--- src/rtl/rxcfg_pkg.sv ---
// Package: register map, field layout and encodings of the receive config bank
package rxcfg_pkg;
   // Register indices as printed; byte address is four times the index
   localparam logic [7:0]  CARD_CFG_INDEX   = 8'h1b;
   localparam logic [7:0]  READER_CFG_INDEX = 8'h1c;
   localparam logic [9:0]  CARD_CFG_ADDR    = {CARD_CFG_INDEX, 2'b00};
   localparam logic [9:0]  READER_CFG_ADDR  = {READER_CFG_INDEX, 2'b00};
   localparam int          ADDR_WIDTH       = 10;
   // Card-mode field positions
   localparam int          FRAMING_LSB      = 29;
   localparam int          TAPSEL_LSB       = 26;
   localparam int          EDGE_TH_LSB      = 13;
   localparam int          BIT_TH_LSB       = 0;
   localparam logic [31:0] CARD_WMASK       = 32'h7fffffff;
   localparam logic [31:0] CARD_RESET       = 32'h00000000;
   // Reader-mode field positions
   localparam int          IQSEL_LSB        = 21;
   localparam int          TESTFILT_BIT     = 20;
   localparam int          RESYNC_BIT       = 19;
   localparam int          CORRRST_BIT      = 18;
   localparam int          FILTDIS_BIT      = 17;
   localparam int          EARLY_BIT        = 16;
   localparam logic [31:0] READER_WMASK     = 32'h00ff0000;
   // Resync on by default, correlator reset left off as printed value
   localparam logic [31:0] READER_RESET     = 32'h00080000;
   localparam logic [1:0]  AXI_OKAY         = 2'b00;
   localparam logic [1:0]  AXI_SLVERR       = 2'b10;

   typedef enum logic [1:0] {
      RXCFG_FRAME_A   = 2'b00,
      RXCFG_FRAME_NFC = 2'b01,
      RXCFG_FRAME_JIS = 2'b10,
      RXCFG_FRAME_B   = 2'b11
   } rxcfg_framing_t;

   typedef enum logic [2:0] {
      RXCFG_IQ_BOTH  = 3'b000,
      RXCFG_IQ_I     = 3'b001,
      RXCFG_IQ_Q     = 3'b010,
      RXCFG_IQ_STRONG = 3'b100,
      RXCFG_IQ_FIRST = 3'b101
   } rxcfg_iq_t;
endpackage

--- src/rtl/rxcfg_tap_decode.sv ---
// Module: edge-detector tap count decode
`timescale 1ns/1ps
module rxcfg_tap_decode (
   input  wire logic [2:0] tapCode,
   output logic      [5:0] tapCount
);
   // Codes 110b and 111b share one printed label; 110b taken as 24
   always_comb begin
      case (tapCode)
         3'h0:    tapCount = 6'h04;
         3'h1:    tapCount = 6'h06;
         3'h2:    tapCount = 6'h08;
         3'h3:    tapCount = 6'h08;
         3'h4:    tapCount = 6'h10;
         3'h5:    tapCount = 6'h12;
         3'h6:    tapCount = 6'h18;
         default: tapCount = 6'h20;
      endcase
   end
endmodule // rxcfg_tap_decode

--- src/rtl/rxcfg_iq_decode.sv ---
// Module: BPSK channel selection decode
`timescale 1ns/1ps
module rxcfg_iq_decode (
   input  wire logic [2:0] iqCode,
   output logic            useI,
   output logic            useQ,
   output logic            useStrongest,
   output logic            useFirst,
   output logic            iqReserved
);
   // One-hot steering except the both-channel code; reserved codes fall back to both channels
   always_comb begin
      useI         = 1'b0;
      useQ         = 1'b0;
      useStrongest = 1'b0;
      useFirst     = 1'b0;
      iqReserved   = 1'b0;
      case (iqCode)
         rxcfg_pkg::RXCFG_IQ_BOTH: begin
            useI = 1'b1;
            useQ = 1'b1;
         end
         rxcfg_pkg::RXCFG_IQ_I: begin
            useI = 1'b1;
         end
         rxcfg_pkg::RXCFG_IQ_Q: begin
            useQ = 1'b1;
         end
         rxcfg_pkg::RXCFG_IQ_STRONG: begin
            useStrongest = 1'b1;
         end
         rxcfg_pkg::RXCFG_IQ_FIRST: begin
            useFirst = 1'b1;
         end
         default: begin
            iqReserved = 1'b1;
            useI       = 1'b1;
            useQ       = 1'b1;
         end
      endcase
   end
endmodule // rxcfg_iq_decode

--- src/rtl/rxcfg_bank.sv ---
// Module: receive signal processor configuration bank with AXI4-Lite slave
// Behaviour
// - card framing from bits 30:29
// - mode detector writes framing when auto enabled
// - edge filter taps from bits 28:26
// - edge decision threshold in bits 25:13
// - bit decision threshold in bits 12:0
// - BPSK channel select from bits 23:21
// - bit 19 enables SOF equal resync
// - bit 18 resets correlator on reset
// - bit 17 chooses pattern filter bypass
// - bit 16 accepts data before SOF minimum
//
// Implementation choice: the AXI4-Lite interface to the registers.
`timescale 1ns/1ps
module rxcfg_bank (
   input  wire logic        ref_clk,
   input  wire logic        reset,
   // AXI4-Lite write address
   input  wire logic [9:0]  s_axi_awaddr,
   input  wire logic        s_axi_awvalid,
   output logic             s_axi_awready,
   // AXI4-Lite write data
   input  wire logic [31:0] s_axi_wdata,
   input  wire logic [3:0]  s_axi_wstrb,
   input  wire logic        s_axi_wvalid,
   output logic             s_axi_wready,
   // AXI4-Lite write response
   output logic      [1:0]  s_axi_bresp,
   output logic             s_axi_bvalid,
   input  wire logic        s_axi_bready,
   // AXI4-Lite read
   input  wire logic [9:0]  s_axi_araddr,
   input  wire logic        s_axi_arvalid,
   output logic             s_axi_arready,
   output logic      [31:0] s_axi_rdata,
   output logic      [1:0]  s_axi_rresp,
   output logic             s_axi_rvalid,
   input  wire logic        s_axi_rready,
   // Mode detector, same clock domain
   input  wire logic        autoModeEnable,
   input  wire logic        modeDetected,
   input  wire logic [1:0]  detectedFraming,
   // Receiver event from the demodulator, same clock domain
   input  wire logic        rxResetEvent,
   // Card-mode controls
   output logic      [1:0]  cardFraming,
   output logic      [5:0]  edgeFilterTaps,
   output logic      [12:0] edgeDecisionThreshold,
   output logic      [12:0] bitDecisionThreshold,
   // Reader-mode controls
   output logic             bpskUseI,
   output logic             bpskUseQ,
   output logic             bpskUseStrongest,
   output logic             bpskUseFirst,
   output logic             testFilterBit,
   output logic             sofEqualResyncEnable,
   output logic             correlatorReset,
   output logic             patternFilterEnable,
   output logic             earlyDataAccept
);
   logic [31:0] cardCfg_reg;
   logic [31:0] readerCfg_reg;
   logic [9:0]  awAddr_reg;
   logic        awHeld_reg;
   logic [31:0] wData_reg;
   logic [3:0]  wStrb_reg;
   logic        wHeld_reg;
   logic [31:0] strbMask;
   logic        doWrite;
   logic        hitCard;
   logic        hitReader;
   logic [5:0]  tapCount;
   logic        useI;
   logic        useQ;
   logic        useStrongest;
   logic        useFirst;
   logic        iqReserved;
   logic [31:0] readData_next;
   logic [1:0]  readResp_next;

   // Byte lanes widened to a bit mask
   genvar gi;
   generate
      for (gi = 0; gi < 4; gi++) begin : g_strb
         assign strbMask[gi*8 +: 8] = {8{wStrb_reg[gi]}};
      end
   endgenerate

   // Address and data may arrive in either order; both held until used
   assign doWrite   = awHeld_reg && wHeld_reg && !s_axi_bvalid;
   assign hitCard   = (awAddr_reg == rxcfg_pkg::CARD_CFG_ADDR);
   assign hitReader = (awAddr_reg == rxcfg_pkg::READER_CFG_ADDR);

   // Write address capture; ready only while no address is held
   always_ff @(posedge ref_clk) begin
      if (reset) begin
         awHeld_reg    <= 1'b0;
         awAddr_reg    <= 10'h000;
         s_axi_awready <= 1'b0;
      end else begin
         s_axi_awready <= !awHeld_reg && !(s_axi_awvalid && s_axi_awready);
         if (s_axi_awvalid && s_axi_awready) begin
            awHeld_reg <= 1'b1;
            awAddr_reg <= s_axi_awaddr;
         end else if (doWrite) begin
            awHeld_reg <= 1'b0;
         end
      end
   end

   // Write data capture
   always_ff @(posedge ref_clk) begin
      if (reset) begin
         wHeld_reg    <= 1'b0;
         wData_reg    <= 32'h00000000;
         wStrb_reg    <= 4'h0;
         s_axi_wready <= 1'b0;
      end else begin
         s_axi_wready <= !wHeld_reg && !(s_axi_wvalid && s_axi_wready);
         if (s_axi_wvalid && s_axi_wready) begin
            wHeld_reg <= 1'b1;
            wData_reg <= s_axi_wdata;
            wStrb_reg <= s_axi_wstrb;
         end else if (doWrite) begin
            wHeld_reg <= 1'b0;
         end
      end
   end

   // Write response; unmapped addresses answer SLVERR
   always_ff @(posedge ref_clk) begin
      if (reset) begin
         s_axi_bvalid <= 1'b0;
         s_axi_bresp  <= rxcfg_pkg::AXI_OKAY;
      end else if (doWrite) begin
         s_axi_bvalid <= 1'b1;
         s_axi_bresp  <= (hitCard || hitReader) ? rxcfg_pkg::AXI_OKAY
                                                : rxcfg_pkg::AXI_SLVERR;
      end else if (s_axi_bvalid && s_axi_bready) begin
         s_axi_bvalid <= 1'b0;
      end
   end

   // Card-mode register; detector update wins over a software write
   // because it reflects the link actually seen on air
   always_ff @(posedge ref_clk) begin
      if (reset) begin
         cardCfg_reg <= rxcfg_pkg::CARD_RESET;
      end else begin
         if (doWrite && hitCard) begin
            cardCfg_reg <= (cardCfg_reg & ~(strbMask & rxcfg_pkg::CARD_WMASK))
               | (wData_reg & strbMask & rxcfg_pkg::CARD_WMASK);
         end
         if (autoModeEnable && modeDetected) begin
            cardCfg_reg[rxcfg_pkg::FRAMING_LSB +: 2] <=
               detectedFraming;
         end
      end
   end

   // Reader-mode register
   always_ff @(posedge ref_clk) begin
      if (reset) begin
         readerCfg_reg <= rxcfg_pkg::READER_RESET;
      end else if (doWrite && hitReader) begin
         readerCfg_reg <= (readerCfg_reg
            & ~(strbMask & rxcfg_pkg::READER_WMASK))
            | (wData_reg & strbMask & rxcfg_pkg::READER_WMASK);
      end
   end

   // Read decode
   always_comb begin
      readData_next = 32'h00000000;
      readResp_next = rxcfg_pkg::AXI_OKAY;
      if (s_axi_araddr == rxcfg_pkg::CARD_CFG_ADDR) begin
         readData_next = cardCfg_reg & rxcfg_pkg::CARD_WMASK;
      end else if (s_axi_araddr == rxcfg_pkg::READER_CFG_ADDR) begin
         readData_next = readerCfg_reg & rxcfg_pkg::READER_WMASK;
      end else begin
         readResp_next = rxcfg_pkg::AXI_SLVERR;
      end
   end

   // Read channel: one beat, answer one cycle after address taken
   always_ff @(posedge ref_clk) begin
      if (reset) begin
         s_axi_arready <= 1'b0;
         s_axi_rvalid  <= 1'b0;
         s_axi_rdata   <= 32'h00000000;
         s_axi_rresp   <= rxcfg_pkg::AXI_OKAY;
      end else begin
         s_axi_arready <= !s_axi_rvalid && !(s_axi_arvalid && s_axi_arready);
         if (s_axi_arvalid && s_axi_arready) begin
            s_axi_rvalid <= 1'b1;
            s_axi_rdata  <= readData_next;
            s_axi_rresp  <= readResp_next;
         end else if (s_axi_rvalid && s_axi_rready) begin
            s_axi_rvalid <= 1'b0;
         end
      end
   end

   rxcfg_tap_decode rxcfg_tap_decode_i (
      .tapCode  (cardCfg_reg[rxcfg_pkg::TAPSEL_LSB +: 3]),
      .tapCount (tapCount)
   );

   rxcfg_iq_decode rxcfg_iq_decode_i (
      .iqCode       (readerCfg_reg[rxcfg_pkg::IQSEL_LSB +: 3]),
      .useI         (useI),
      .useQ         (useQ),
      .useStrongest (useStrongest),
      .useFirst     (useFirst),
      .iqReserved   (iqReserved)
   );

   // Registered control outputs towards the demodulator
   always_ff @(posedge ref_clk) begin
      if (reset) begin
         cardFraming           <= 2'b00;
         edgeFilterTaps        <= 6'h04;
         edgeDecisionThreshold <= 13'h0000;
         bitDecisionThreshold  <= 13'h0000;
      end else begin
         cardFraming <= cardCfg_reg[rxcfg_pkg::FRAMING_LSB +: 2];
         edgeFilterTaps <= tapCount;
         edgeDecisionThreshold <=
            cardCfg_reg[rxcfg_pkg::EDGE_TH_LSB +: 13];
         bitDecisionThreshold <=
            cardCfg_reg[rxcfg_pkg::BIT_TH_LSB +: 13];
      end
   end

   // Reader-mode outputs; reserved channel codes behave as both channels
   always_ff @(posedge ref_clk) begin
      if (reset) begin
         bpskUseI             <= 1'b1;
         bpskUseQ             <= 1'b1;
         bpskUseStrongest     <= 1'b0;
         bpskUseFirst         <= 1'b0;
         testFilterBit        <= 1'b0;
         sofEqualResyncEnable <= 1'b1;
         correlatorReset      <= 1'b0;
         patternFilterEnable  <= 1'b1;
         earlyDataAccept      <= 1'b0;
      end else begin
         bpskUseI         <= useI;
         bpskUseQ         <= useQ;
         bpskUseStrongest <= useStrongest;
         bpskUseFirst     <= useFirst;
         testFilterBit    <= readerCfg_reg[rxcfg_pkg::TESTFILT_BIT];
         sofEqualResyncEnable <=
            readerCfg_reg[rxcfg_pkg::RESYNC_BIT];
         correlatorReset <= readerCfg_reg[rxcfg_pkg::CORRRST_BIT]
                            && rxResetEvent;
         patternFilterEnable <=
            !readerCfg_reg[rxcfg_pkg::FILTDIS_BIT];
         earlyDataAccept <= readerCfg_reg[rxcfg_pkg::EARLY_BIT];
      end
   end

   // Checks; outputs lag the register by one edge, hence the $past terms
   framing_follows_a: assert property (
      @(posedge ref_clk) disable iff (reset)
      autoModeEnable && modeDetected |-> ##2
         cardFraming == $past(detectedFraming, 2))
      else $error("framing not taken from detector");
   detector_wins_a: assert property (
      @(posedge ref_clk) disable iff (reset)
      autoModeEnable && modeDetected |=>
         cardCfg_reg[30:29] == $past(detectedFraming))
      else $error("detector framing lost to a write");
   framing_out_a: assert property (
      @(posedge ref_clk) disable iff (reset)
      ##1 cardFraming == $past(cardCfg_reg[30:29]))
      else $error("framing output mismatch");
   taps_zero_a: assert property (
      @(posedge ref_clk) disable iff (reset)
      cardCfg_reg[28:26] == 3'h0 |=> edgeFilterTaps == 6'h04)
      else $error("tap count wrong");
   taps_top_a: assert property (
      @(posedge ref_clk) disable iff (reset)
      cardCfg_reg[28:26] == 3'h7 |=> edgeFilterTaps == 6'h20)
      else $error("top tap count wrong");
   edge_th_a: assert property (
      @(posedge ref_clk) disable iff (reset)
      $changed(cardCfg_reg[25:13]) |=>
         edgeDecisionThreshold == $past(cardCfg_reg[25:13]))
      else $error("edge threshold stale");
   bit_th_a: assert property (
      @(posedge ref_clk) disable iff (reset)
      $changed(cardCfg_reg[12:0]) |=>
         bitDecisionThreshold == $past(cardCfg_reg[12:0]))
      else $error("bit threshold stale");
   iq_only_i_a: assert property (
      @(posedge ref_clk) disable iff (reset)
      readerCfg_reg[23:21] == 3'h1 |=> bpskUseI && !bpskUseQ)
      else $error("I only select wrong");
   iq_reserved_a: assert property (
      @(posedge ref_clk) disable iff (reset)
      iqReserved |=> bpskUseI && bpskUseQ && !bpskUseStrongest)
      else $error("reserved channel code not both channels");
   resync_enable_a: assert property (
      @(posedge ref_clk) disable iff (reset)
      ##1 sofEqualResyncEnable == $past(readerCfg_reg[19]))
      else $error("resync enable mismatch");
   corr_rst_a: assert property (
      @(posedge ref_clk) disable iff (reset)
      correlatorReset |-> $past(readerCfg_reg[18]) && $past(rxResetEvent))
      else $error("spurious correlator reset");
   corr_rst_on_a: assert property (
      @(posedge ref_clk) disable iff (reset)
      readerCfg_reg[18] && rxResetEvent |=> correlatorReset)
      else $error("correlator reset missed");
   filt_off_a: assert property (
      @(posedge ref_clk) disable iff (reset)
      readerCfg_reg[17] |=> !patternFilterEnable)
      else $error("pattern filter not bypassed");
   early_accept_a: assert property (
      @(posedge ref_clk) disable iff (reset)
      ##1 earlyDataAccept == $past(readerCfg_reg[16]))
      else $error("early accept mismatch");
   rsvd_card_a: assert property (
      @(posedge ref_clk) disable iff (reset)
      s_axi_arvalid && s_axi_arready
         && s_axi_araddr == rxcfg_pkg::CARD_CFG_ADDR |=> !s_axi_rdata[31])
      else $error("card reserved bit read nonzero");
   rsvd_zero_a: assert property (
      @(posedge ref_clk) disable iff (reset)
      s_axi_arvalid && s_axi_arready
         && s_axi_araddr == rxcfg_pkg::READER_CFG_ADDR |=>
         (s_axi_rdata & 32'hff00ffff) == 32'h00000000)
      else $error("reader reserved bits read nonzero");
   rsvd_kept_a: assert property (
      @(posedge ref_clk) disable iff (reset)
      !cardCfg_reg[31] && (readerCfg_reg & 32'hff00ffff) == 32'h00000000)
      else $error("reserved register bits set");
   rd_answer_a: assert property (
      @(posedge ref_clk) disable iff (reset)
      s_axi_arvalid && s_axi_arready |=> s_axi_rvalid)
      else $error("read answer late");

   // Main scenarios reached
   wr_card_c: cover property (@(posedge ref_clk) doWrite && hitCard);
   wr_reader_c: cover property (@(posedge ref_clk) doWrite && hitReader);
   auto_mode_c: cover property (@(posedge ref_clk)
      autoModeEnable && modeDetected);
   bad_addr_c: cover property (@(posedge ref_clk)
      s_axi_bvalid && s_axi_bresp == rxcfg_pkg::AXI_SLVERR);
   corr_pulse_c: cover property (@(posedge ref_clk) correlatorReset);
endmodule // rxcfg_bank

--- config.mk ---
export PLATFORM = sky130hd
export DESIGN_NAME = rxcfg_bank
export DESIGN_NICKNAME = d
export VERILOG_FILES = /design/src/rtl/rxcfg_pkg.sv /design/src/rtl/rxcfg_tap_decode.sv /design/src/rtl/rxcfg_iq_decode.sv /design/src/rtl/rxcfg_bank.sv
export SDC_FILE = /design/constraint.sdc
export NUM_CORES = 1
export LEC_CHECK = 0
export BUFFER_PORTS_ARGS = -buffer_cell sky130_fd_sc_hd__buf_2
export CAP_MARGIN = 0
export CORE_ASPECT_RATIO = 1.2
export CORE_MARGIN = 2
export CORE_UTILIZATION = 52
export DETAILED_ROUTE_END_ITERATION = 8
export GPL_TIMING_DRIVEN = 1
export PLACE_DENSITY = 0.79
export SLEW_MARGIN = 25
export SYNTH_ARGS = -nofsm -noshare
export SYNTH_HDL_FRONTEND = slang
export SYNTH_SLANG_ARGS = --single-unit
--- constraint.sdc ---
create_clock -name ref_clk -period 2.4 [get_ports ref_clk]
set_clock_uncertainty 0.05 [all_clocks]
set_input_delay 0.72 -clock ref_clk [delete_from_list [all_inputs] [get_ports ref_clk]]
set_output_delay 0.72 -clock ref_clk [all_outputs]
set_load 0.01 [all_outputs]
# Word-level counts from Yosys, hierarchy flattened
# Index checks and enable logic that the tools add are counted.
# W data, S select, Z words.
classes:
  n_addsub: 0
  mul: 0
  div_mod_pow: 0
  magnitude_cmp: 0
  n_eq_ne: 14
  shifts: 0
  n_mux: 19
  bitwise_logic: 7
  n_reduce_logical: 32
op_table:
  columns: ["cell", "n"]
  rows:
  - ["$and A32 B32 Y32", 2]
  - ["$mux W31", 2]
  - ["$eq A10 B7 Y1 const B", 4]
  - ["$pmux W6 S6", 1]
  - ["$not A24 Y32", 1]
  - ["$not A31 Y32", 1]
  - ["$or A32 B24 Y32", 1]
  - ["$or A32 B31 Y32", 1]
  - ["$and A31 B31 Y31", 1]
  - ["$mux W24", 1]
  - ["$eq A3 B3 Y1 const B", 5]
  - ["$logic_and A1 B1 Y1", 14]
  - ["$mux W1", 11]
  - ["$reduce_bool A2 Y1", 5]
  - ["$eq A3 B2 Y1 const B", 3]
  - ["$logic_not A1 Y1", 8]
  - ["$mux W2", 4]
  - ["$eq A3 B1 Y1 const B", 2]
  - ["$reduce_or A3 Y1", 2]
  - ["$logic_not A3 Y1", 1]
  - ["$reduce_or A2 Y1", 1]
  - ["$logic_or A1 B1 Y1", 1]
totals:
  regBits: 195
  latchBits: 0
  mem_bits_rw: 0
  mem_bits_ro: 0
  in_bits: 68
  output_inout_bits: 84
  word_cells: 101
  memories: 0

# Longest topological paths before layout
# Gate-level depths: netlist of run 1.
logic_depth:
  ltp_word: 5
  ltp_mapped: 5
  depth_no_buf: 4

# Cells and area by module
# Synthesis of run 1 repeated with hierarchy kept, for this count alone.
unflattened:
  hier_cells: 627
  hier_area_um2: 5826.8
by_module_without_submodules:
  columns: ["mod", "n_inst", "cells_per_inst", "area_per_inst_um2", "seq_area_each_um2"]
  rows:
  - ["rxcfg_bank", 1, 614, 5739.3, 3343.2]
  - ["rxcfg_iq_decode", 1, 6, 43.8, 0.0]
  - ["rxcfg_tap_decode", 1, 7, 43.8, 0.0]

# Worst setup path after synthesis of run 1
# No wires, ideal clock.
synth_path:
  path_type: "input-to-reg"
  from: "in s_axi_araddr[9]"
  to: "reg s_axi_rdata[10]"
  setup_time_ps: 65
  arrival_time_ps: 1977
  required_time_ps: 2285
  path_slack_ps: 308
  stages: 5
  path_buffers: 1
  cell_sequence: "or4_4 nor4_4 buf_2 a22oi_1 nor2_1"
synth_between:
  elab_chain_cells: 2
synth_lines:
  columns: ["element", "line_no", "rtl"]
  rows:
  - ["start: declaration", "rxcfg_bank.sv:33", "input wire logic [9:0] s_axi_araddr,"]
  - ["$eq A10 B7 Y1", "rxcfg_bank.sv:177", "if (s_axi_araddr == rxcfg_pkg::CARD_CFG_ADDR) begin"]
  - ["$mux W31", "rxcfg_bank.sv:177", null]
  - ["end signal: assignment", "rxcfg_bank.sv:197", "s_axi_rdata <= readData_next;"]
  - ["end: declaration", "rxcfg_bank.sv:36", "output logic [31:0] s_axi_rdata,"]
# No other way between the ends.
# A chain may end at the register's enable or synchronous reset.

# Worst setup path in the final report of run 1
layout_path:
  from: "reg awAddr_reg[8]"
  to: "reg cardCfg_reg[29]"
layout_between:
  elab_chain_cells: 3
layout_lines:
  columns: ["element", "line_no", "rtl"]
  rows:
  - ["start: declaration", "rxcfg_bank.sv:64", "logic [9:0] awAddr_reg;"]
  - ["start signal: assignment", "rxcfg_bank.sv:105", "awAddr_reg <= s_axi_awaddr;"]
  - ["$eq A10 B7 Y1", "rxcfg_bank.sv:92", "assign hitCard = (awAddr_reg == rxcfg_pkg::CARD_CFG_ADDR);"]
  - ["$logic_and A1 B1 Y1", "rxcfg_bank.sv:151", "if (doWrite && hitCard) begin"]
  - ["$reduce_bool A2 Y1 (no source line)", null, null]
  - ["end signal: assignment", "rxcfg_bank.sv:149", "cardCfg_reg <= rxcfg_pkg::CARD_RESET;"]
  - ["end signal: assignment", "rxcfg_bank.sv:152", "cardCfg_reg <= (cardCfg_reg & ~(strbMask & rxcfg_pkg::CARD_WMASK))"]
  - ["end signal: indexed assignment", "rxcfg_bank.sv:156", "cardCfg_reg[rxcfg_pkg::FRAMING_LSB +: 2] <="]
  - ["end: declaration", "rxcfg_bank.sv:62", "logic [31:0] cardCfg_reg;"]
# No other way between the ends.

==> flow_metrics.py, run 1 <==
metrics = {
    "outcome": {
        "status": "finished clean",
    },
    "clock_network": {
        "cts_setup_buffers": 0,
        "clk-insertion-delay-late_ps": 410,
        "hold_buffers": 0,
        "htreeDepth": 4,
        "clockRootBuffer": "clkbuf_16",
        "clock-sinks": 166,
        "cts.repair.resized": 0,
        "clock_path_buffers": 2,
        "cts_tree": "done",
        "clk_pin_slew_ps": 60,
        "cts_buffers": 17,
    },
    "timing": {
        "slew-limit-headroom": 0.5138,
        "finalCritPeriodShare": 0.8340,
        "final_max_slew_viol_count": 0,
        "rsz0062_at_grt": "false",
        "hold_violations": 0,
        "fin_crit_ps": 2002,
        "fin_tns_setup_ps": 0,
        "setup_viol": 0,
        "worst_pin_slew_ps": 729.3,
        "fmax_mhz": 499.6,
    },
    "final_layout": {
        "layout-drive-gt1-share": 0.2643,
        "area_growth_pct": 27.02,
        "fin_util": 0.6738,
        "fin_nets": 824,
        "regArea_um2": 3323,
        "fill_cells": 862,
        "multi_input_area_um2": 2280,
    },
    "pwr": {
        "p_leak_nw": 3.206,
        "power.density_nw_per_um2": 850.2,
        "ir_drop_uv": 554.5,
    },
    "min_path": {
        "min_path_type": "register to register",
        "min_to": "wStrb_reg[3]",
        "min_from": "wStrb_reg[3]",
        "holdPathStages": 2,
    },
    "logic_synthesis": {
        "synth.distinct_cells": 43,
        "synth_cells": 620,
        "synth_edf_count": 0,
        "syn_area_um2": 5798,
        "yosys_warnings": 0,
        "avgSynthCellArea_um2": 9.352,
        "yosysSeqAreaShare": 0.5732,
        "yosys_most_used_dff": "dfxtp_1",
        "ys_ff_latch": 166,
        "async_flop_share": 0,
    },
    "die": {
        "rows": 42,
        "die_x_um": 100.4,
        "die_area_um2": 12010,
        "die_y_um": 119.7,
        "io_pins": 152,
        "core-area_um2": 10930,
        "start_util": 0.5304,
    },
    "critical_path": {
        "r2r_end": "cardCfg_reg[29]",
        "crit_path_cell_trace": "nand4bb_1, nor4_4, a211oi_1, nor4_2",
        "cp_max_fo": 9,
        "cp.required_ps": 2660,
        "critical_path_class": "register to register",
        "cp-end-kind": "register",
        "r2r_setup_slack_ps": 400,
        "cpPeakStageDelay_ps": 730,
        "crit_path_top_delay_cell": "nor4_4",
        "crit_path_start_kind": "register",
        "ff2ff_path_depth": 4,
        "r2r_start": "awAddr_reg[8]",
        "arrival_ps": 2260,
    },
    "global_route": {
        "grt_overflow_total": 0,
        "grt_pass1_vias": 4483,
        "grt_pass1_wl_um": 20930,
        "grt_max_degree": 74,
        "grt_use_total": 0.2188,
        "antenna_found_initial": 2,
    },
    "drt": {
        "vias": 4740,
        "wl_per_cell_um": 14.58,
        "ant_nets": 0,
        "drtIter0Drc": 179,
        "vias_per_cell": 5.255,
        "drtPass1Iterations": 6,
        "drc": 0,
        "routed_wl_um": 13150,
    },
    "placed_design": {
        "gp_congestion": 0.7786,
        "portBuffers": 146,
        "hpwlAfterDp_um": 9405,
    },
    "job": {
        "drv_cap": 0,
    },
}
[layout by cell type, fill, tap and decap left out, types with 4 or more instances in the layout]
cell and count:
nor3_1 13, nor2_1 54, nand3b_1 4, nand2_1 117
bufinv_16 6, buf_12 5, nand2b_1 9, nor2b_1 30
a221oi_1 8, o21ai_1 28, mux2i_1 13, buf_2 145
nand4b_1 19, clkbuf_16 17, a22oi_1 23, conb_1 4
a21oi_1 51, inv_1 5, buf_4 8, dfxtp_1 166
[worst max path at each step]
| stage | end | from | slack, ps | cells past startpoint |
|---|---|---|---|---|
| after CTS | cardCfg_reg[29] | awAddr_reg[8] | 380 | 4 |
| after detailed placement | s_axi_rdata[22] | s_axi_araddr[9] | 150 | 5 |
| final | cardCfg_reg[29] | awAddr_reg[8] | 400 | 4 |
| after global placement | s_axi_rdata[22] | s_axi_araddr[9] | 190 | 5 |
| after global routing | cardCfg_reg[30] | awAddr_reg[7] | 290 | 4 |
| after floorplan | s_axi_rdata[10] | s_axi_araddr[9] | 310 | 5 |
[routing by layer]
metal,global-route usage,routed length [um]
met1,0.2752,5682
met2,0.3633,6589
met3,0.05533,660
met4,0.07791,210
met5,0,11
[critical path, delay by kind of cell, from the launching register on]
| family | cells | cell delay (ps) |
|---|---|---|
| simple gates | 3 | 1410 |
| compound gates | 1 | 150 |
| flops | 1 | 310 |
[layout make-up]
type | count | share of cell area
Sequential cell | 166 | 0.4512
Clock inverter | 11 | 0.02990
Clock buffer | 20 | 0.06337
Tap cell | 132 | 0.02243
Timing Repair Buffer | 158 | 0.1203
Inverter | 5 | 0.002548
Antenna cell | 2 | 0.0006796
Multi-Input combinational cell | 408 | 0.3095
[power breakdown]
part	switching, mW	internal (mW)	total [mW]
combinational	0.179	0.131	0.310
clock	1.06	2.04	3.10
sequential	0.0406	2.81	2.85
[cells by family after synthesis]
family	synth area share
other cells	0.0006468
mux	0.02244
simple gates	0.2456
compound gates	0.1215
flops	0.5732
buf+inv	0.03668
[Yosys cell counts (2+ instances only)]
master / number / area share
nor2_1: 54 / 0.035
a211oi_1: 2 / 0.0026
nor2b_1: 30 / 0.032
a2111oi_0: 2 / 0.0030
nor4_2: 2 / 0.0043
clkbuf_1: 33 / 0.021
nor4_4: 2 / 0.0073
and2_1: 3 / 0.0032
mux2i_1: 13 / 0.022
o21ai_1: 28 / 0.024
inv_1: 5 / 0.0032
a21oi_1: 51 / 0.044
buf_4: 4 / 0.0052
or4b_4: 2 / 0.0047
nor3_1: 13 / 0.011
nand3b_1: 4 / 0.0052
and3b_1: 2 / 0.0030
buf_2: 5 / 0.0043
o21ai_0: 2 / 0.0017
nand2_1: 117 / 0.076
a221oi_1: 8 / 0.012
nand2b_1: 9 / 0.0097
or4_4: 2 / 0.0039
dfxtp_1: 166 / 0.57
nand4b_1: 19 / 0.029
nor3b_1: 2 / 0.0026
a22oi_1: 23 / 0.030
nor3_4: 2 / 0.0056
[metrics by stage]
step	setup WS [ps]	area (um2)	cells	hold slack (ps)	total power [mW]
3_3_place_gp	193.7	6673	869	369.5	3.211
3_5_place_dp	145.1	6673	869	384.9	3.225
4_1_cts	383.0	7360	900	393.8	6.285
6_report	398.4	7365	902	400.1	6.261
2_1_floorplan	308.3	5809	623	332.8	3.091
5_1_grt	293.7	7360	900	402.4	6.467
Power figures use the tool's default switching activity.
==> run 2, diff against run 1 <==
Settings changed: CORE_UTILIZATION 52 to 47, PLACE_DENSITY 0.79 to 0.75.
Clock period 2.4 ns to 1.75 ns, I/O delays scaled along.
==> flow_metrics.py, run 2 (synthesis results as in run 1) <==
metrics = {
    "outcome": {
        "status": "complete, but fails checks",
        "violations": "setup timing",
    },
    "clock_network": {
        "htreeDepth": 4,
        "hold_buffers": 0,
        "clk-insertion-delay-late_ps": 410,
        "clk_pin_slew_ps": 60,
        "clockRootBuffer": "clkbuf_16",
        "cts_tree": "done",
        "clock_path_buffers": 2,
        "cts_setup_buffers": 0,
        "clock-sinks": 166,
        "cts_buffers": 17,
    },
    "placed_design": {
        "post-place-ws_ps": -272.9,
        "dp_cells": 911,
        "dpl-instance-area_um2": 6833,
        "hpwlAfterDp_um": 9511,
        "gp_congestion": 0.8443,
        "portBuffers": 146,
    },
    "final_layout": {
        "layout_common_cells": "dfxtp_1, buf_2, nand2_1",
        "multi_input_area_um2": 2293,
        "area_growth_pct": 28.51,
        "layout-drive-gt1-share": 0.2813,
        "fin_nets": 838,
        "final_area_um2": 7451,
        "regArea_um2": 3326,
        "fill_cells": 1032,
        "layout_commonest_cell": "dfxtp_1",
        "fin_cells": 945,
    },
    "timing": {
        "fmax_mhz": 551.4,
        "fin_crit_ps": 1814,
        "rsz0062_at_grt": "true",
        "setup_ws_ps": -63.66,
        "final_max_slew_viol_count": 0,
        "setup_viol": 33,
        "finalCritPeriodShare": 1.036,
        "fin_tns_setup_ps": -1159,
        "hold_violations": 0,
        "fin_worst_hold_slack_ps": 295.3,
    },
    "critical_path": {
        "critical_path_class": "register to register",
        "crit_path_top_delay_cell": "or4b_4",
        "cpPeakStageDelay_ps": 530,
        "r2r_start": "awAddr_reg[1]",
        "critPathCapture": "cardCfg_reg[30]",
        "crit_path_cell_trace": "buf_6, or4b_4, nor4_4, buf_12, a211oi_1, nor4_2",
        "cp_num_cells": 6,
        "cp_max_fo": 9,
        "cp-end-kind": "register",
        "crit_path_start_kind": "register",
        "crit_buf_inv": 2,
        "r2r_setup_slack_ps": -60,
        "r2r_end": "cardCfg_reg[30]",
        "arrival_ps": 2090,
        "startpoint": "awAddr_reg[1]",
        "ff2ff_path_depth": 6,
        "path_delay_family": "simple AND/OR/NAND/NOR gates",
        "cp.required_ps": 2020,
    },
    "die": {
        "die_y_um": 125.7,
        "core-area_um2": 12060,
        "start_util": 0.4809,
        "die_x_um": 105.4,
        "die_area_um2": 13240,
        "rows": 44,
        "io_pins": 152,
    },
    "drt": {
        "drtIter0Drc": 258,
        "routed_wl_um": 13350,
        "drc": 0,
        "ant_nets": 0,
        "wl_per_cell_um": 14.12,
        "vias": 4799,
        "vias_per_cell": 5.078,
        "drtPass1Iterations": 5,
    },
    "min_path": {
        "holdPathStages": 3,
        "min_path_type": "input port to register",
    },
    "global_route": {
        "grt_pass1_wl_um": 21980,
        "grt_pass1_vias": 4564,
        "antenna_found_initial": 2,
        "grt_use_total": 0.2045,
        "grt_overflow_total": 0,
        "grt_max_degree": 52,
    },
    "pwr": {
        "power.density_nw_per_um2": 1076,
        "p_leak_nw": 3.239,
        "ir_drop_uv": 626.4,
    },
    "job": {
        "drv_cap": 0,
    },
}
-- run 2: cell count changes in the layout (fill, tap and decap cells not counted), sizes merged --
cell,delta
clkinvlp,+1
clkbuf,-2
bufinv,-4
clkinv,+3
buf,+14
inv,+2
-- run 2: cell type report --
type / instances / area share
Antenna cell: 2 / 0.0006717
Clock buffer: 18 / 0.05894
Multi-Input combinational cell: 408 / 0.3078
Inverter: 5 / 0.002519
Sequential cell: 166 / 0.4463
Timing Repair Buffer: 172 / 0.1369
Clock inverter: 13 / 0.01982
Tap cell: 161 / 0.02704
-- run 2: timing repair --
action                                  CTS  global route
endpoints found under the setup margin   39            39
pin swaps                                 2             1
cloned                                    1             0
resized for setup                         6             1
-- run 2: how the worst min path moves through the flow --
stage | slack, ps | endpoint | start
after floorplan | 330 | patternFilterEnable | register
after global placement | 370 | patternFilterEnable | register
after detailed placement | 370 | patternFilterEnable | register
after CTS | 280 | correlatorReset | rxResetEvent
after global routing | 290 | correlatorReset | rxResetEvent
final | 300 | awAddr_reg[1] | s_axi_awaddr[1]
-- run 2: routing by layer --
layer | up-vias | GRT usage | part of all wire
met1 | 2210 | 0.2562 | 0.44
met2 | 162 | 0.3454 | 0.49
met3 | 7 | 0.05745 | 0.066
li1 | 2418 | - | -
met4 | 2 | 0.05647 | 0.0065
met5 | - | 0 | 0.00052
-- run 2: power breakdown --
part | internal (mW) | total (mW) | switching, mW
Sequential | 3.86 | 3.91 | 0.0522
Combinational | 0.198 | 0.455 | 0.257
Clock | 2.15 | 3.65 | 1.50
-- run 2: metrics by stage --
stage,util,total power [mW]
after global routing,0.6176,8.296
after floorplan,-,4.240
final,0.6180,8.017
after global placement,0.5667,4.427
after detailed placement,0.5667,4.445
after CTS,0.6172,8.082
-- run 2: worst min-delay path, delay by kind of cell --
| kind | cells | cell delay [ps] |
|---|---|---|
| compound gates | 1 | 60 |
| simple gates | 1 | 50 |
| buf+inv | 1 | 100 |
==> run 3, diff against run 2 <==
Settings changed: CORE_UTILIZATION 47 to 43, CTS_CLUSTER_DIAMETER set to 120, PLACE_DENSITY 0.75 to 0.7.
==> flow_metrics.py, run 3 (synthesis results as in run 1) <==
metrics = {
    "outcome": {
        "status": "complete, but fails checks",
        "violations": "setup timing",
    },
    "global_route": {
        "grt_use_total": 0.1913,
        "grt_overflow_total": 0,
        "grt_max_degree": 51,
        "grt_pass1_vias": 4699,
        "grt_pass1_wl_um": 21920,
        "antenna_found_initial": 5,
    },
    "die": {
        "die_y_um": 131.2,
        "start_util": 0.4399,
        "core-area_um2": 13180,
        "io_pins": 152,
        "die_x_um": 110,
        "die_area_um2": 14430,
        "rows": 46,
    },
    "timing": {
        "setup_ws_ps": -65.29,
        "hold_violations": 0,
        "fin_worst_hold_slack_ps": 296.1,
        "setup_viol": 14,
        "fin_tns_setup_ps": -450.4,
        "fmax_mhz": 550.9,
        "rsz0062_at_grt": "true",
        "fin_crit_ps": 1815,
        "final_max_slew_viol_count": 0,
        "finalCritPeriodShare": 1.037,
    },
    "pwr": {
        "p_leak_nw": 3.300,
        "power.density_nw_per_um2": 1077,
        "p_total_mw": 8.190,
        "ir_drop_uv": 647.2,
    },
    "placed_design": {
        "gp_congestion": 0.8129,
        "hpwlAfterDp_um": 9976,
        "portBuffers": 146,
        "dpl-instance-area_um2": 6844,
    },
    "final_layout": {
        "fill_cells": 1186,
        "layout_common_cells": "dfxtp_1, buf_2, nand2_1",
        "layout_commonest_cell": "dfxtp_1",
        "area_growth_pct": 31.12,
        "fin_nets": 844,
        "final_area_um2": 7602,
        "layout-drive-gt1-share": 0.2928,
    },
    "critical_path": {
        "cpPeakStageDelay_ps": 520,
        "crit_path_cell_trace": "buf_6, or4b_4, nor4_4, buf_4, buf_12, a211oi_4, nor4_2",
        "r2r_end": "cardCfg_reg[29]",
        "cp.required_ps": 2020,
        "r2r_setup_slack_ps": -70,
        "r2r_start": "awAddr_reg[1]",
        "crit_path_start_kind": "register",
        "cp_num_cells": 7,
        "ff2ff_path_depth": 7,
        "critPathCapture": "cardCfg_reg[29]",
        "cp-end-kind": "register",
        "crit_buf_inv": 3,
        "path_delay_family": "simple AND/OR/NAND/NOR gates",
        "arrival_ps": 2080,
        "critical_path_class": "register to register",
        "cp_max_fo": 5,
        "crit_path_top_delay_cell": "or4b_4",
        "startpoint": "awAddr_reg[1]",
    },
    "clock_network": {
        "hold_buffers": 0,
        "cts_buffers": 17,
        "cts_tree": "done",
        "clk_pin_slew_ps": 70,
        "clock-sinks": 166,
        "htreeDepth": 4,
        "clk-insertion-delay-late_ps": 410,
        "clock_path_buffers": 2,
        "clockRootBuffer": "clkbuf_16",
    },
    "min_path": {
        "min_path_type": "input port to register",
    },
    "drt": {
        "drc": 0,
        "drtIter0Drc": 201,
        "vias_per_cell": 4.978,
        "wl_per_cell_um": 14.37,
        "vias": 4774,
        "drtPass1Iterations": 4,
        "ant_nets": 0,
        "routed_wl_um": 13780,
    },
    "job": {
        "drv_cap": 0,
    },
}
## run 3: changes by cell type in the layout (fill, tap and decap cells not counted), moves of 2 or more
cell       before  now
clkbuf_16      17   19
clkinv_4        3    1
buf_6           1    4
dfxtp_2         2    4
dfxtp_1       164  162
a211oi_4        0    2
## run 3: how the worst min path moves through the flow
stage / from / to / slack, ps / depth (start not counted)
floorplan: register / patternFilterEnable / 330 / 1
global placement: register / patternFilterEnable / 370 / 1
detailed placement: awAddr_reg[8] / awAddr_reg[8] / 390 / 2
CTS: rxResetEvent / correlatorReset / 280 / 3
global route: rxResetEvent / correlatorReset / 290 / 3
finish: s_axi_awaddr[8] / awAddr_reg[8] / 300 / 3
## run 3: what timing repair did
action,CTS,global route
setup buffers,1,1
hold endpoints to repair,0,0
pin swaps,5,7
setup endpoints to repair,39,39
resized for setup,11,8
gates cloned,1,2
## run 3: metal layers
metal | track usage | vias up | wire length, um
li1 | - | 2424 | -
met1 | 0.2257 | 2182 | 5718
met2 | 0.3252 | 141 | 6831
met3 | 0.05754 | 23 | 987
met4 | 0.06399 | 4 | 220
met5 | 0 | - | 26
## run 3: worst min-delay path, stage by stage
cell and delay, ps:
buf_2 90, nand2_1 40, a21oi_1 50
## run 3: cell type report
type | count | area (um2) | share of cell area
antenna | 2 | 5.005 | 0.0006583
clock buffer | 19 | 442.9 | 0.05826
clock inverter | 13 | 171.4 | 0.02255
inverter | 5 | 18.77 | 0.002469
multi-input combinational | 408 | 2320 | 0.3051
sequential | 166 | 3328 | 0.4378
tap | 168 | 210.2 | 0.02765
timing repair buffer | 178 | 1106 | 0.1455
## run 3: through the flow
stage / worst slack, ps / std cells / util
floorplan: -42.82 / 623 / -
global placement: -195.6 / 920 / 0.5193
detailed placement: -258.8 / 920 / 0.5193
CTS: -61.83 / 954 / 0.5692
global route: -156.0 / 957 / 0.5764
finish: -65.29 / 959 / 0.5768
## run 3: power breakdown
group          internal [mW]  total [mW]  leakage, nW  switching [mW]
Sequential              3.86        3.91         1.35          0.0530
Clock                   2.31        3.81        0.294            1.50
Combinational          0.205       0.463         1.66           0.258
